### src/cvsf_pkg.sv
// Purpose: Shared constants for the converter status and fault register bank.
// Assumes: Registers sit one per 32-bit word at byte address four times the parameter id.
// Notes: Identifier words are printed ids; byte addresses derive from them.
package cvsf_pkg;
    // ------------------------------------------------------------------
    // Parameter identifiers and address width
    // ------------------------------------------------------------------
    localparam int ADDR_W = 17;
    localparam logic [15:0] PID_FAULT_RESET = 16'h0006;
    localparam logic [15:0] PID_PASSWORD = 16'h0007;
    localparam logic [15:0] PID_CFG_RESET = 16'h0008;
    localparam logic [15:0] PID_CFG_RELOAD = 16'h0009;
    localparam logic [15:0] PID_OP_STATE = 16'h4000;
    localparam logic [15:0] PID_GRID_I_A = 16'h4006;
    localparam logic [15:0] PID_GRID_I_B = 16'h4007;
    localparam logic [15:0] PID_GRID_I_C = 16'h4008;
    localparam logic [15:0] PID_LOOP_LOCK = 16'h400b;
    localparam logic [15:0] PID_INV_A_TEMP = 16'h400c;
    localparam logic [15:0] PID_AUX_TEMP = 16'h400d;
    localparam logic [15:0] PID_CONTACTOR = 16'h400e;
    localparam logic [15:0] PID_WARNING = 16'h400f;
    localparam logic [15:0] PID_FAULT_PRI = 16'h4010;
    localparam logic [15:0] PID_RESULT = 16'h4011;
    localparam logic [15:0] PID_INV_A_I_A = 16'h4017;
    localparam logic [15:0] PID_INV_A_I_B = 16'h4018;
    localparam logic [15:0] PID_INV_A_I_C = 16'h4019;
    localparam logic [15:0] PID_INV_B_I_A = 16'h401a;
    localparam logic [15:0] PID_INV_B_I_B = 16'h401b;
    localparam logic [15:0] PID_INV_B_I_C = 16'h401c;
    localparam logic [15:0] PID_INV_B_TEMP = 16'h401d;
    localparam logic [15:0] PID_FAULT_OVL = 16'h401e;
    localparam logic [15:0] PID_ISO_INPUT = 16'h401f;
    // ------------------------------------------------------------------
    // Field layouts and reserved-bit masks
    // ------------------------------------------------------------------
    localparam int LOCK_BIT = 0;
    localparam int LINE_CONT_BIT = 0;
    localparam int PRECH_CONT_BIT = 1;
    localparam int ISO_W = 4;
    localparam logic [31:0] WARN_MASK = 32'hf87fff80;
    localparam logic [31:0] FAULT_PRI_MASK = 32'h07ffffff;
    localparam logic [31:0] FAULT_OVL_MASK = 32'h0000003f;
    // ------------------------------------------------------------------
    // Command values and result codes
    // ------------------------------------------------------------------
    localparam logic [31:0] CMD_NOP = 32'h00000000;
    localparam logic [31:0] CMD_GO = 32'h00000001;
    localparam logic [15:0] PASSWORD_DEFAULT = 16'h1111;
    localparam logic [15:0] RES_OK = 16'h0000;
    localparam logic [15:0] RES_BAD_ID = 16'h0001;
    localparam logic [15:0] RES_WR_RO = 16'h0002;
    localparam logic [15:0] RES_RD_WO = 16'h0003;
    localparam logic [15:0] RES_RANGE = 16'h0004;
    localparam logic [15:0] RES_MEM_HW = 16'h0005;
    localparam logic [15:0] RES_MEM_CRC = 16'h0006;
    localparam logic [15:0] RES_PASSWORD = 16'h0007;
    localparam logic [15:0] RES_RUNNING = 16'h0008;
    localparam logic [15:0] RESULT_RESET = 16'h0000;
    // ------------------------------------------------------------------
    // Controller states, one-hot
    // ------------------------------------------------------------------
    typedef enum logic [2:0] {
        CVSF_STANDBY = 3'b001,
        CVSF_RUN = 3'b010,
        CVSF_FAULT = 3'b100
    } cvsf_state_e;
endpackage : cvsf_pkg

### src/cvsf_latch.sv
// Purpose: Word of sticky flags that hardware sets and a command clears.
// Assumes: Set and clear are synchronous to the clock.
// Notes: A set arriving with the clear wins, so no event is lost.
`timescale 1ns/1ns
`default_nettype none
module cvsf_latch #(
    parameter int W = 32
) (
    input wire logic clk,
    input wire logic rst_n,
    input wire logic [W-1:0] set_i,
    input wire logic clear_i,
    output logic [W-1:0] flags_q
);
    // ------------------------------------------------------------------
    // Sticky storage
    // ------------------------------------------------------------------
    logic [W-1:0] flags_d;

    // Hold each bit until cleared, and let a fresh set override the clear.
    assign flags_d = (clear_i ? '0 : flags_q) | set_i;

    // Flag register.
    always_ff @(posedge clk or negedge rst_n)
    begin
        if (!rst_n)
        begin
            flags_q <= '0;
        end
        else
        begin
            flags_q <= flags_d;
        end
    end
endmodule : cvsf_latch
`default_nettype wire

### src/cvsf_status_bank.sv
// Purpose: Read-only status and fault register bank of a grid converter controller.
// Assumes: All inputs are synchronous to ref_clk; host uses Avalon-MM with waitrequest.
// Notes: Every access answers in two cycles; the result register follows each access.
// Overview of operation
// - Grid current is sum of enabled inverters.
// - Single inverter: grid current equals inverter A.
// - Loop lock in bit 0, rest zero.
// - Auxiliary temperature zero without external sensor.
// - Line contactor bit 0, precharge bit 1.
// - Warning bit is one while present.
// - Warning bits 7 to 13 map inverter A.
// - Warning bits 14 to 22 grid, inverter B.
// - Bits 23-26 reserved; 27-31 supply tolerances.
// - Fault bits latch until fault reset written, or until input three rises with on/off enabled.
// - Any fault forces fault state, stops converter.
// - Fault word one bits 0 to 7.
// - Fault word one bits 8 to 19.
// - Fault word one bits 20 to 26.
// - Fault word two overload bits 0 to 5.
// - Result register updated after every access.
// - Result codes 0 to 4 meanings.
// - Result codes 5 to 8 meanings.
// - Single inverter: inverter B currents read zero.
// - Inverter B temperature zero unless dual operation.
// - Four isolated inputs in low bits.
// - Inputs may be dedicated to contactor, on/off.
// - Fault reset clears latches, self-clears, returns standby.
// - Reload or reset refused while running.
//
// Register access over Avalon-MM and the placing of the registers were chosen for this implementation.
`timescale 1ns/1ns
`default_nettype none
module cvsf_status_bank
    import cvsf_pkg::*;
(
    input wire logic ref_clk,
    input wire logic rst_n,
    input wire logic [ADDR_W-1:0] avs_address,
    input wire logic avs_read,
    input wire logic avs_write,
    input wire logic [31:0] avs_writedata,
    output logic [31:0] avs_readdata,
    output logic avs_waitrequest,
    input wire logic dual_inverter_en,
    input wire logic aux_sensor_en,
    input wire logic contactor_monitor_en,
    input wire logic hw_onoff_en,
    input wire logic run_request,
    input wire logic [15:0] inv_a_current_a,
    input wire logic [15:0] inv_a_current_b,
    input wire logic [15:0] inv_a_current_c,
    input wire logic [15:0] inv_b_current_a,
    input wire logic [15:0] inv_b_current_b,
    input wire logic [15:0] inv_b_current_c,
    input wire logic [15:0] inv_a_temp,
    input wire logic [15:0] inv_b_temp,
    input wire logic [15:0] aux_temp,
    input wire logic loop_locked,
    input wire logic line_contactor_closed,
    input wire logic precharge_contactor_closed,
    input wire logic [31:0] warning_cond,
    input wire logic [31:0] fault_primary_evt,
    input wire logic [31:0] fault_overload_evt,
    input wire logic iso_input_zero,
    input wire logic iso_input_one,
    input wire logic iso_input_two,
    input wire logic iso_input_three,
    output logic converter_run,
    output logic fault_active,
    output logic [2:0] ctrl_state,
    output logic [3:0] gp_inputs,
    output logic cfg_reload_pulse,
    output logic cfg_reset_pulse
);
    // ------------------------------------------------------------------
    // Bus handshake
    // ------------------------------------------------------------------
    logic ack_q;
    logic ack_d;
    logic req;
    logic done;
    logic wr_done;
    logic [15:0] parameter_identifier;

    // A request waits one cycle while read data are captured, then completes.
    assign req = avs_read | avs_write;
    assign ack_d = req & ~ack_q;
    assign avs_waitrequest = req & ~ack_q;
    assign done = req & ack_q;
    assign wr_done = avs_write & ack_q;
    assign parameter_identifier = {1'b0, avs_address[ADDR_W-1:2]};

    // Handshake register.
    always_ff @(posedge ref_clk or negedge rst_n)
    begin
        if (!rst_n)
        begin
            ack_q <= 1'b0;
        end
        else
        begin
            ack_q <= ack_d;
        end
    end

    // ------------------------------------------------------------------
    // Measurement views that depend on inverter and auxiliary sensor configuration
    // ------------------------------------------------------------------
    logic [15:0] grid_a;
    logic [15:0] grid_b;
    logic [15:0] grid_c;
    logic [15:0] inv_b_a_view;
    logic [15:0] inv_b_b_view;
    logic [15:0] inv_b_c_view;
    logic [15:0] inv_b_temp_view;
    logic [15:0] aux_temp_view;

    // Inverter B figures only count, and only show, in dual operation.
    assign inv_b_a_view = dual_inverter_en ? inv_b_current_a : 16'h0000;
    assign inv_b_b_view = dual_inverter_en ? inv_b_current_b : 16'h0000;
    assign inv_b_c_view = dual_inverter_en ? inv_b_current_c : 16'h0000;
    assign inv_b_temp_view = dual_inverter_en ? inv_b_temp : 16'h0000;
    assign aux_temp_view = aux_sensor_en ? aux_temp : 16'h0000;

    // Grid current is the wrapping sum of enabled inverters; B adds zero when single.
    assign grid_a = 16'(inv_a_current_a + inv_b_a_view);
    assign grid_b = 16'(inv_a_current_b + inv_b_b_view);
    assign grid_c = 16'(inv_a_current_c + inv_b_c_view);

    // ------------------------------------------------------------------
    // Status words
    // ------------------------------------------------------------------
    logic [15:0] lock_word;
    logic [15:0] contactor_word;
    logic [31:0] warning_word;
    logic [15:0] iso_word;

    // Reserved bits read as zero; warnings are live, never latched.
    assign lock_word = {15'h0000, loop_locked};
    assign contactor_word = {14'h0000, precharge_contactor_closed, line_contactor_closed};
    assign warning_word = warning_cond & WARN_MASK;
    assign iso_word = {12'h000, iso_input_three, iso_input_two, iso_input_one,
        iso_input_zero};

    // Inputs taken for contactor or on/off duty drop out of general use.
    assign gp_inputs = iso_word[ISO_W-1:0]
        & {~hw_onoff_en, ~hw_onoff_en, ~contactor_monitor_en, ~contactor_monitor_en};

    // ------------------------------------------------------------------
    // Latched fault words
    // ------------------------------------------------------------------
    logic [31:0] fault_pri_q;
    logic [31:0] fault_ovl_q;
    logic [31:0] fault_pri_set;
    logic [31:0] fault_ovl_set;
    logic fault_clear;

    // Only documented fault positions can ever latch.
    assign fault_pri_set = fault_primary_evt & FAULT_PRI_MASK;
    assign fault_ovl_set = fault_overload_evt & FAULT_OVL_MASK;

    // Primary fault word.
    cvsf_latch #(
        .W(32)
    ) u_fault_pri (
        .clk(ref_clk),
        .rst_n(rst_n),
        .set_i(fault_pri_set),
        .clear_i(fault_clear),
        .flags_q(fault_pri_q)
    );

    // Overload fault word.
    cvsf_latch #(
        .W(32)
    ) u_fault_ovl (
        .clk(ref_clk),
        .rst_n(rst_n),
        .set_i(fault_ovl_set),
        .clear_i(fault_clear),
        .flags_q(fault_ovl_q)
    );

    // ------------------------------------------------------------------
    // Command decode and access result
    // ------------------------------------------------------------------
    logic [15:0] password_q;
    logic [15:0] password_d;
    logic [15:0] result_q;
    logic [15:0] result_d;
    logic hw_reset_q;
    logic hw_reset_edge;
    logic sw_reset;
    logic is_cmd;
    logic is_readable;
    logic val_ok;
    logic running;
    logic pw_ok;
    logic [15:0] wr_code;
    logic [15:0] rd_code;

    // Readable ids are the instrumentation set; command ids are write-only.
    assign is_readable = (parameter_identifier >= PID_OP_STATE) && (parameter_identifier <= PID_ISO_INPUT);
    assign is_cmd = (parameter_identifier >= PID_FAULT_RESET) && (parameter_identifier <= PID_CFG_RELOAD);
    assign val_ok = (avs_writedata == CMD_NOP) || (avs_writedata == CMD_GO);
    assign pw_ok = (password_q == PASSWORD_DEFAULT);
    assign running = converter_run;

    // Result of a read: success, write-only id, or unknown id.
    assign rd_code = is_readable ? RES_OK : (is_cmd ? RES_RD_WO : RES_BAD_ID);

    // Result of a write, range first, then run state, then password.
    assign wr_code = is_readable ? RES_WR_RO :
        !is_cmd ? RES_BAD_ID :
        (parameter_identifier == PID_PASSWORD) ? RES_OK :
        !val_ok ? RES_RANGE :
        (avs_writedata != CMD_GO || parameter_identifier == PID_FAULT_RESET) ? RES_OK :
        running ? RES_RUNNING :
        (parameter_identifier == PID_CFG_RESET && !pw_ok) ? RES_PASSWORD : RES_OK;

    // Commands act once, on the completing edge, only when accepted.
    assign sw_reset = wr_done && parameter_identifier == PID_FAULT_RESET && avs_writedata == CMD_GO;
    assign hw_reset_edge = hw_onoff_en & iso_input_three & ~hw_reset_q;
    assign fault_clear = sw_reset | hw_reset_edge;
    assign result_d = !done ? result_q : (avs_write ? wr_code : rd_code);

    // Password is consumed by the access after the one that loads it.
    assign password_d = (wr_done && parameter_identifier == PID_PASSWORD) ? avs_writedata[15:0] :
        (done ? 16'h0000 : password_q);

    // Result, password and hardware reset edge registers.
    always_ff @(posedge ref_clk or negedge rst_n)
    begin
        if (!rst_n)
        begin
            result_q <= RESULT_RESET;
            password_q <= 16'h0000;
            hw_reset_q <= 1'b1; // A pin already high at release is not an edge.
        end
        else
        begin
            result_q <= result_d;
            password_q <= password_d;
            hw_reset_q <= iso_input_three;
        end
    end

    // Configuration commands pulse only when not refused.
    always_ff @(posedge ref_clk or negedge rst_n)
    begin
        if (!rst_n)
        begin
            cfg_reload_pulse <= 1'b0;
            cfg_reset_pulse <= 1'b0;
        end
        else
        begin
            cfg_reload_pulse <= wr_done && parameter_identifier == PID_CFG_RELOAD && wr_code == RES_OK
                && avs_writedata == CMD_GO;
            cfg_reset_pulse <= wr_done && parameter_identifier == PID_CFG_RESET && wr_code == RES_OK
                && avs_writedata == CMD_GO;
        end
    end

    // ------------------------------------------------------------------
    // Controller state
    // ------------------------------------------------------------------
    cvsf_state_e state_q;
    cvsf_state_e state_d;
    logic any_fault;
    logic new_fault;
    logic want_run;

    // A latched or arriving fault holds the controller in its fault state.
    assign new_fault = (|fault_pri_set) | (|fault_ovl_set);
    assign any_fault = new_fault | (|fault_pri_q) | (|fault_ovl_q);
    assign want_run = hw_onoff_en ? iso_input_two : run_request;

    // Next state.
    always_comb
    begin
        case (state_q)
            CVSF_STANDBY: state_d = any_fault ? CVSF_FAULT :
                (want_run ? CVSF_RUN : CVSF_STANDBY);
            CVSF_RUN: state_d = any_fault ? CVSF_FAULT :
                (want_run ? CVSF_RUN : CVSF_STANDBY);
            CVSF_FAULT: state_d = (fault_clear && !new_fault) ? CVSF_STANDBY
                : CVSF_FAULT;
            default: state_d = CVSF_FAULT;
        endcase
    end

    // State register.
    always_ff @(posedge ref_clk or negedge rst_n)
    begin
        if (!rst_n)
        begin
            state_q <= CVSF_STANDBY;
        end
        else
        begin
            state_q <= state_d;
        end
    end

    // Run stops at once in the fault state.
    assign converter_run = (state_q == CVSF_RUN);
    assign fault_active = (state_q == CVSF_FAULT);
    assign ctrl_state = state_q;

    // ------------------------------------------------------------------
    // Read data
    // ------------------------------------------------------------------
    logic [31:0] rd_mux;
    logic [31:0] rdata_q;

    // Select the word addressed by the request; unknown ids read zero.
    always_comb
    begin
        case (parameter_identifier)
            PID_GRID_I_A: rd_mux = {16'h0000, grid_a};
            PID_GRID_I_B: rd_mux = {16'h0000, grid_b};
            PID_GRID_I_C: rd_mux = {16'h0000, grid_c};
            PID_LOOP_LOCK: rd_mux = {16'h0000, lock_word};
            PID_INV_A_TEMP: rd_mux = {16'h0000, inv_a_temp};
            PID_AUX_TEMP: rd_mux = {16'h0000, aux_temp_view};
            PID_CONTACTOR: rd_mux = {16'h0000, contactor_word};
            PID_WARNING: rd_mux = warning_word;
            PID_FAULT_PRI: rd_mux = fault_pri_q;
            PID_RESULT: rd_mux = {16'h0000, result_q};
            PID_INV_A_I_A: rd_mux = {16'h0000, inv_a_current_a};
            PID_INV_A_I_B: rd_mux = {16'h0000, inv_a_current_b};
            PID_INV_A_I_C: rd_mux = {16'h0000, inv_a_current_c};
            PID_INV_B_I_A: rd_mux = {16'h0000, inv_b_a_view};
            PID_INV_B_I_B: rd_mux = {16'h0000, inv_b_b_view};
            PID_INV_B_I_C: rd_mux = {16'h0000, inv_b_c_view};
            PID_INV_B_TEMP: rd_mux = {16'h0000, inv_b_temp_view};
            PID_FAULT_OVL: rd_mux = fault_ovl_q;
            PID_ISO_INPUT: rd_mux = {16'h0000, iso_word};
            PID_OP_STATE: rd_mux = {29'h00000000, state_q};
            default: rd_mux = 32'h00000000;
        endcase
    end

    // Capture read data in the waiting cycle so it stands at completion.
    always_ff @(posedge ref_clk or negedge rst_n)
    begin
        if (!rst_n)
        begin
            rdata_q <= 32'h00000000;
        end
        else if (avs_read && !ack_q)
        begin
            rdata_q <= rd_mux;
        end
    end

    assign avs_readdata = rdata_q;
endmodule : cvsf_status_bank
`default_nettype wire

### config.mk
export PLATFORM = sky130hd
export DESIGN_NAME = cvsf_status_bank
export DESIGN_NICKNAME = d
export VERILOG_FILES = /design/src/cvsf_pkg.sv /design/src/cvsf_latch.sv /design/src/cvsf_status_bank.sv
export SDC_FILE = /design/constraint.sdc
export NUM_CORES = 1
export LEC_CHECK = 0
export BUFFER_PORTS_ARGS = -buffer_cell sky130_fd_sc_hd__buf_2
export CAP_MARGIN = 20
export CORE_UTILIZATION = 56
export DETAILED_ROUTE_END_ITERATION = 10
export HOLD_SLACK_MARGIN = 0.06
export PLACE_DENSITY = 0.88
export SLEW_MARGIN = 0
export SYNTH_ARGS = -nofsm -noshare
export SYNTH_HDL_FRONTEND = slang
export SYNTH_HIERARCHICAL = 1
export SYNTH_SLANG_ARGS = --single-unit
### constraint.sdc
create_clock -name ref_clk -period 4.5 [get_ports ref_clk]
set_input_delay 1.125 -clock ref_clk [delete_from_list [all_inputs] [get_ports ref_clk]]
set_output_delay 1.125 -clock ref_clk [all_outputs]
set_load 0.02 [all_outputs]
Yosys cells after proc, flatten, opt, wreduce, memory -nomap -nowiden

Cells that the tools add are included.

Bitwise operators: 17
Reductions and logical operators: 27
$add $sub $neg: 3
Muxes and demuxes: 25
Equality and inequality tests: 30
Order comparisons: 4

Operators with widths:

| operator                                                                             | count |
|---|---|
| 32-bit case mux with 20 select lines                                                 | 1 |
| 15-bit == test, second input constant                                                | 20 |
| 16-bit two-way mux                                                                   | 7 |
| 32-bit two-way mux                                                                   | 2 |
| 32-bit OR reduction                                                                  | 2 |
| 16-bit adder                                                                         | 3 |
| 32-bit by 1-bit == test with 1-bit output, second input constant                     | 1 |
| 32-bit zero test                                                                     | 1 |
| 32-bit by 1-bit != test with 1-bit output, second input constant                     | 1 |
| 32-bit by 27-bit bitwise OR with 32-bit output                                       | 1 |
| 32-bit by 6-bit bitwise OR with 32-bit output                                        | 1 |
| 15-bit by 3-bit == test with 1-bit output, second input constant                     | 2 |
| 15-bit by 4-bit == test with 1-bit output, second input constant                     | 2 |
| 4-bit two-way mux                                                                    | 7 |
| 27-bit OR reduction                                                                  | 1 |
| 16-bit by 13-bit == test with 1-bit output, second input constant                    | 1 |
| 16-bit zero test                                                                     | 1 |
| 15-bit greater-or-equal comparator, second input constant                            | 1 |
| 15-bit by 3-bit greater-or-equal comparator with 1-bit output, second input constant | 1 |
| 15-bit <= comparator, second input constant                                          | 1 |
| 15-bit by 4-bit <= comparator with 1-bit output, second input constant               | 1 |
| 1-bit logical AND                                                                    | 14 |
| 3-bit two-way mux                                                                    | 3 |
| 2-bit two-way mux                                                                    | 3 |
| 14 further kinds                                                                     | 28 |

Output and inout bits: 44
Input bits: 305
Bits in registers: 135
Logic and storage cells: 116

Depth between registers and ports, before layout

Gate-level depths: netlist of the first run.

Depth in word-level cells: 13
Mapped depth: 24
Mapped depth without buffers: 14

Modules after synthesis

Netlist of the first run, hierarchy kept.

Modules (own cells, without submodules):

| module           | cells an instance | seq. area each (µm²) | area each (µm²) | instances |
|---|---|---|---|---|
| cvsf_status_bank | 1089              | 1478.9               | 7935.1          | 1 |
| cvsf_latch       | 68                | 800.8                | 1081.0          | 2 |

Worst setup path after synthesis of the first run

OpenSTA, ideal clock, no wires.

Kind: input to register
Start point: in dual_inverter_en
End point: reg rdata_q[14] (netlist: avs_readdata[14])
Path buffers: 10
Setup slack: -855 ps
Stages: 24
Setup time: 80 ps
Arrival: 5275 ps
Data required time: 4420 ps
Cell sequence: buf_2 -> buf_2 -> buf_4 -> buf_6 -> buf_6 -> buf_2 -> buf_2 -> buf_4 -> buf_2 -> buf_2 -> nand2_1 -> xnor2_1 -> ha_1 -> a21o_1 -> a21oi_2 -> o22ai_2 -> maj3_2 -> a211oi_2 -> o21ai_2 -> maj3_2 -> a32oi_2 -> a21o_1 -> mux2_4 -> o211ai_2

Cells in the longest elaborated chain, start to end: 3
Elaborated cells on any way between the ends: 8
Those cells by class: add/sub (3); mux (5)

Ends and longest elaborated chain:

| element                                      | RTL line                                                                  | text |
|---|---|---|
| from (decl)                                  | cvsf_status_bank.sv:44                                                    | `input wire logic dual_inverter_en,` |
| 16-bit two-way mux, on equally long branches | cvsf_status_bank.sv:121, cvsf_status_bank.sv:119, cvsf_status_bank.sv:120 |  |
| 16-bit adder, on equally long branches       | cvsf_status_bank.sv:128, cvsf_status_bank.sv:126, cvsf_status_bank.sv:127 |  |
| 32-bit case mux with 20 select lines *       | cvsf_status_bank.sv:320                                                   | `case (parameter_identifier)` |
| to (signal assigned)                         | cvsf_status_bank.sv:354                                                   | `rdata_q <= rd_mux;` |
| to (decl)                                    | cvsf_status_bank.sv:315                                                   | `logic [31:0] rdata_q;` |

Every way passes the cells marked *; elsewhere a longest branch is shown, timed or not.
A chain may end at the register's enable or synchronous reset.

Worst setup path after layout of the first run

Start point: in dual_inverter_en
End point: reg rdata_q[13] (netlist: avs_readdata[13])

The elaborated chain is that of the path after synthesis.

==> run_results.csv, run 1 <==
group,metric,value,unit
synthesis,yosys_warnings,6,
finish,nNetsFinal,1857,
finish,drive_gt1_frac,0.2871,
clock_tree,clkTransAtPathRegs,0.06,ns
pwr,seqPwrFrac,0.338,
sta,worst_pin_slew,0.9938,ns
run_status,status,"completed",
synthesis,synth_commonest_cells,"121 x dfrtp_1, 119 x nand2_1, 92 x nor2_1",
finish,multi_input_area,6668,um2
global_routing,grt_max_degree,75,
pwr,internal_power,0.002531,W
global_routing,grt_pass1_vias,11045,
pwr,pwr-share-comb,0.232,
pwr,finalPower,0.003659,W
floorplan,core_area,17480,um2
clock_tree,htreeDepth,4,
sta,period_minus_slack,4.016,ns
pwr,clkPwrFrac,0.430,
critical_path,critical_path.cell_chain,"buf_2 -> and2_1 -> ha_2 -> inv_1 -> o22ai_1 -> a32oi_1 -> maj3_1 -> o221ai_1 -> a32oi_1 -> o31ai_2 -> o21ai_0 -> a221oi_1 -> a22oi_1",
critical_path,endpoint_kind,"flop",
finish,fin_util,0.7258,
pwr,p_per_area,288.5,nW/um2
global_routing,use_met3,0.09881,
critical_path,critical_path_arrival,4.28,ns
clock_tree,clock-sinks,123,
clock_tree,clk_latency,0.42,ns
critical_path,path_max_fanout,13,
clock_tree,clockBufferDepth,2,
critical_path,crit_top_cell,"a32oi_1",
pwr,leakage,5.442,nW
floorplan,io_pins,349,
sta,period_share,0.8924,
global_routing,overflow,0,
routing,vias,11927,
routing,drt-pass1-iter-count,8,
global_routing,use_met1,0.5581,
routing,drc,0,
placed_design,gp_congestion,1.014,
synthesis,syn_area,10100,um2
sta,drv_slew,0,
synthesis,synthFlopType,"dfrtp_1",
synthesis,synthMostInstantiatedCell,"dfrtp_1",
synthesis,synth-edff-count,0,
synthesis,ys_seq_elements,123,
clock_tree,cts-root-buf,"clkbuf_16",
clock_tree,tritoncts,"yes",
floorplan,die_h,136.3,um
synthesis,synth_top_area_cell,"dfrtp_1",
global_routing,antenna_found_initial,6,
clock_tree,cts_made_buffers,17,
hold_path,worstHoldPathType,"reg -> reg",
sta,hold_slack,0.4711,ns
sta,clock-skew-final,0.009681,ns
global_routing,grt_pass1_wl,60810,um
critical_path,cp_num_buf_inv,2,
synthesis,synthCells,1225,
floorplan,start_util,0.5777,
sta,rsz0062_at_grt,"false",
synthesis,synthDominantCellAreaShare,0.2999,
global_routing,track_usage,0.4370,
synthesis,ys_seq_area_frac,0.3051,
synthesis,yosys-top-cells-area,"dfrtp_1 30%, a21o_1 5.6%, nand2_1 4.4%, a22oi_1 3.8%, nor2_1 3.4%",
finish,nFillCells,1374,
run,maxCapViolations,0,
critical_path,crit_family,"compound AO/OA/AOI/OAI gates",
clock_tree,cts_setup_buffers,0,
routing,via_per_inst,6.735,
placed_design,numPortBuffers,304,
sta,final_hold_viol_count,0,
clock_tree,cts_resized,0,
pwr,power.switching,0.001128,W
pwr,swShare,0.3082,
synthesis,ys_types,85,
critical_path,worstPathRequired,4.77,ns
synthesis,synth-async-reset-ratio,1.000,
placed_design,hpwl,30160,um
routing,first_iter_violations,1561,
floorplan,die_w,136.3,um
clock_tree,cts_hold_buffers,0,
routing,wl_per_cell,22.81,um
sta,finalSetupViolCount,0,
pwr,peakVddDrop,0.0003060,V
global_routing,use_met2,0.7014,
sta,worst_slew_margin_rel,0.3375,
global_routing,top_usage_layer,"met2",
finish,areaGrowthSynthToFinish,25.63,%
floorplan,dieArea,18570,um2
critical_path,cpPeakStageDelay,0.49,ns
critical_path,worstSetupPathType,"in -> reg",
routing,routed_wl,40400,um
finish,area.sequential,3080,um2
critical_path,start_kind,"input pin",
floorplan,rows,48,
sta,max_clock_freq,249.0,MHz
routing,antenna_left,0,
synthesis,synth_area_per_cell,8.243,um2
critical_path,slowest_stage,"o31ai_2",
through the flow:
step | setup WS, ns | std cells | instance area (um2) | TNS, ns
global placement | 0.2189 | 1736 | 12010 | 0
floorplan | -0.3666 | 1255 | 10310 | -0.7983
detailed placement | 0.1667 | 1736 | 12010 | 0
CTS | 0.5939 | 1768 | 12680 | 0
finish | 0.4844 | 1771 | 12680 | 0
global route | 0.3248 | 1769 | 12680 | 0
cells by family (layout without fill, tap and decap cells):
kind of cell / after synthesis / after routing / share of synthesized area
adders and majority gates: 39 / 39 / 0.04511
buffers and inverters: 115 / 403 / 0.05341
xor gates and xnor gates: 53 / 53 / 0.04597
DFF: 123 / 123 / 0.3051
AOI/OAI and AO/OA: 451 / 451 / 0.3248
muxes: 9 / 9 / 0.009541
other: 1 / 34 / 0.0003714
and+or+nand+nor: 434 / 434 / 0.2157
power groups by stage:
stage               Combinational, W  Sequential, W  Clock [W]
finish                      0.000849        0.00124    0.00157
global route                0.000914        0.00124    0.00162
CTS                         0.000829        0.00123    0.00157
detailed placement          0.000823        0.00125          0
global placement            0.000807        0.00125          0
floorplan                   0.000466        0.00127          0
worst min-delay path: cells and delay by family, from the launching register on:
family / cells / cell delay (ns)
compound gates: 1 / 0.06
simple gates: 1 / 0.05
flops: 1 / 0.33
path summary, 6_finish.rpt:
path	start	endpoint	slack, ns	depth (start not counted)
worst max-delay path	dual_inverter_en	avs_readdata[13]$_DFFE_PN0P_	0.48	13
worst min-delay path	avs_readdata[18]$_DFFE_PN0P_	avs_readdata[18]$_DFFE_PN0P_	0.47	2
worst max register to register	ack_q$_DFF_PN0_	avs_readdata[13]$_DFFE_PN0P_	2.11	8
worst min register to register	avs_readdata[18]$_DFFE_PN0P_	avs_readdata[18]$_DFFE_PN0P_	0.47	2
max in group asynchronous	rst_n	u_fault_ovl/flags_q[31]$_DFF_PN0_	2.85	2
min in group asynchronous	rst_n	password_q[10]$_DFFE_PN0P_	0.85	1
layout make-up:
| class | instances | share of cell area |
|---|---|---|
| flip-flops and latches | 123 | 0.2428 |
| clock buffers | 19 | 0.03571 |
| diodes | 3 | 0.0005918 |
| repair buffers | 352 | 0.1505 |
| inverters | 19 | 0.005622 |
| clock inverters | 13 | 0.01687 |
| multi-input cells | 1017 | 0.5256 |
| well taps | 225 | 0.02219 |
sequential cells by signal, summed over array words and instances, names as in the netlist:
register             count
ctrl_state               3
result_q                 4
u_fault_pri/flags_q     32
cfg_reset_pulse          1
ack_q                    1
hw_reset_q               1
password_q              16
u_fault_ovl/flags_q     32
cfg_reload_pulse         1
avs_readdata            32
metal layers:
layer | wire [um] | vias to the layer above
met5 | 34 | -
met2 | 18460 | 925
met1 | 15130 | 5558
li1 | - | 5280
met3 | 4971 | 158
met4 | 1808 | 6
layout by cell type, fill, tap and decap left out, types with 21 or more instances in the layout:
cell,n
o21ai_0,47
nor2_1,91
buf_2,303
conb_1,31
nand2b_1,21
xnor2_1,37
nand3_1,42
a22o_1,27
nor4_1,37
a21o_1,75
dfrtp_1,121
buf_4,47
a221oi_1,23
and2_1,29
a31oi_1,29
a21oi_1,64
nand2_1,118
a22oi_1,51
Note: power is estimated with default switching activity, not from simulation.
==> run 2: changes to the inputs <==
Settings changed: CORE_UTILIZATION 56 to 52, PLACE_DENSITY 0.88 to 0.83.
Clock period 4.5 ns to 3.8 ns, I/O delays scaled along.
==> run 2 against run 1 <==
  * Critical path depth is 2 higher
  * Register-to-register slack got worse by 0.60 ns
  * Cell area rose by 4.1%
  * Wire length up 0.72%
  * Power increased by 13%
  * Sequential power is 18% higher
  * Via count up 0.41%
  * Critical endpoint is now avs_readdata[14]$_DFFE_PN0P_
  * Highest routed layer unchanged
==> run_results.csv, run 2 (synthesized netlist as in run 1, its figures left out) <==
group,metric,value,unit
finish,areaGrowthSynthToFinish,30.81,%
hold_path,worstHoldPathType,"reg -> reg",
global_routing,grt_pass1_wl,62800,um
routing,antenna_left,0,
routing,drc,0,
sta,worst_pin_slew,0.7414,ns
clock_tree,clock-sinks,123,
clock_tree,clockBufferDepth,2,
routing,wl_per_cell,21.78,um
clock_tree,cts_resized,0,
finish,post-route-cell-area,13210,um2
clock_tree,cts_setup_buffers,0,
critical_path,r2r-start,"ack_q$_DFF_PN0_",
global_routing,grt_pass1_vias,11487,
floorplan,core_area,18890,um2
sta,final_hold_viol_count,0,
sta,worst_slew_margin_rel,0.5057,
pwr,finalPower,0.004143,W
critical_path,crit_start,"dual_inverter_en",
finish,fin_cells,1868,
critical_path,path_max_fanout,4,
critical_path,reg2reg_to,"avs_readdata[13]$_DFFE_PN0P_",
floorplan,rows,50,
finish,nFillCells,1594,
sta,clock-skew-final,0.01489,ns
critical_path,start_kind,"input pin",
finish,layout_commonest_cell,"buf_2",
clock_tree,cts_made_buffers,17,
pwr,peakVddDrop,0.0003495,V
critical_path,reg2regPathDepth,8,
placed_design,hpwl,31160,um
critical_path,r2r_slack,1.51,ns
clock_tree,cts_hold_buffers,0,
sta,max_clock_freq,273.6,MHz
critical_path,cp-endpoint,"avs_readdata[14]$_DFFE_PN0P_",
finish,area.sequential,3080,um2
finish,drive_gt1_frac,0.3144,
global_routing,antenna_found_initial,5,
global_routing,grt_max_degree,70,
global_routing,track_usage,0.4117,
placed_design,numPortBuffers,304,
clock_tree,cts-root-buf,"clkbuf_16",
critical_path,critical_path_arrival,4.01,ns
routing,vias,11976,
finish,mostFrequentLayoutCells,"303 x buf_2, 121 x dfrtp_1, 118 x nand2_1",
sta,worst_slack,0.1444,ns
floorplan,io_pins,349,
placed_design,place_ws,-0.2578,ns
clock_tree,htreeDepth,4,
finish,nNetsFinal,1920,
routing,first_iter_violations,1201,
sta,fin_setup_tns,0,ns
finish,multi_input_area,6683,um2
floorplan,die_h,141.3,um
floorplan,dieArea,19980,um2
routing,via_per_inst,6.411,
hold_path,min_path_cells,2,
clock_tree,clk_latency,0.43,ns
critical_path,worstPathRequired,4.15,ns
placed_design,postPlaceCellArea,12630,um2
critical_path,worstSetupPathType,"in -> reg",
run_status,status,"completed",
sta,period_minus_slack,3.656,ns
pwr,p_per_area,313.7,nW/um2
sta,rsz0062_at_grt,"false",
critical_path,endpoint_kind,"flop",
global_routing,overflow,0,
run,maxCapViolations,0,
floorplan,die_w,141.3,um
routing,drt-pass1-iter-count,7,
routing,routed_wl,40690,um
clock_tree,clkTransAtPathRegs,0.06,ns
placed_design,gp_congestion,1.022,
placed_design,dpl.cell_count,1834,
sta,finalSetupViolCount,0,
sta,period_share,0.9620,
sta,drv_slew,0,
pwr,leakage,5.720,nW
clock_tree,tritoncts,"yes",
floorplan,start_util,0.5344,
-- run 2: changes by cell type in the layout (fill, tap and decap cells not counted), sizes merged --
| cell | change |
|---|---|
| clkinvlp | +2 |
| buf | +63 |
| bufinv | -3 |
| inv | -1 |
| diode | -1 |
| clkbuf | +2 |
-- run 2: worst max-delay path: stages --
cell	delay [ns]
buf_2	0.13
and2_1	0.16
ha_2	0.20
ha_2	0.20
a21o_1	0.19
o21ai_1	0.16
o22ai_2	0.13
maj3_2	0.33
a211oi_2	0.25
o21ai_2	0.16
maj3_2	0.32
a32oi_2	0.23
a21o_1	0.17
mux2_4	0.30
o211ai_2	0.12
-- run 2: how the worst min path moves through the flow --
stage                                 start                            to
2_1_floorplan       result_q[0]$_DFFE_PN0P_       result_q[0]$_DFFE_PN0P_
3_3_place_gp   avs_readdata[27]$_DFFE_PN0P_  avs_readdata[27]$_DFFE_PN0P_
3_5_place_dp   avs_readdata[30]$_DFFE_PN0P_  avs_readdata[30]$_DFFE_PN0P_
4_1_cts        avs_readdata[27]$_DFFE_PN0P_  avs_readdata[27]$_DFFE_PN0P_
5_1_grt        avs_readdata[18]$_DFFE_PN0P_  avs_readdata[18]$_DFFE_PN0P_
6_report       avs_readdata[27]$_DFFE_PN0P_  avs_readdata[27]$_DFFE_PN0P_
-- run 2: layout make-up --
type / count / share of cell area
repair buffers: 415 / 0.1870
inverters: 19 / 0.005400
diodes: 2 / 0.0003789
clock buffers: 21 / 0.03410
flip-flops and latches: 123 / 0.2332
clock inverters: 11 / 0.009284
well taps: 260 / 0.02463
multi-input cells: 1017 / 0.5060
-- run 2: layer usage --
layer / global-route usage / wire [um] / vias up
met3: 0.07594 / 4359 / 113
met4: 0.1630 / 1285 / 6
met2: 0.6847 / 19150 / 789
li1: - / - / 5408
met5: 0 / 33 / -
met1: 0.5293 / 15870 / 5660
-- run 2: report_power, final --
| group | switching [W] | total, W | leakage (nW) | internal [W] |
|---|---|---|---|---|
| clock | 0.000626 | 0.00161 | 0.269 | 0.000981 |
| combinational | 0.000617 | 0.00107 | 4.08 | 0.000454 |
| sequential | 0.0000730 | 0.00146 | 1.37 | 0.00139 |
-- run 2: through the flow --
step	utilization	hold slack, ns
global placement	0.6684	0.4642
floorplan	-	0.4507
global route	0.6989	0.5121
finish	0.6991	0.4788
detailed placement	0.6684	0.4712
CTS	0.6987	0.4834
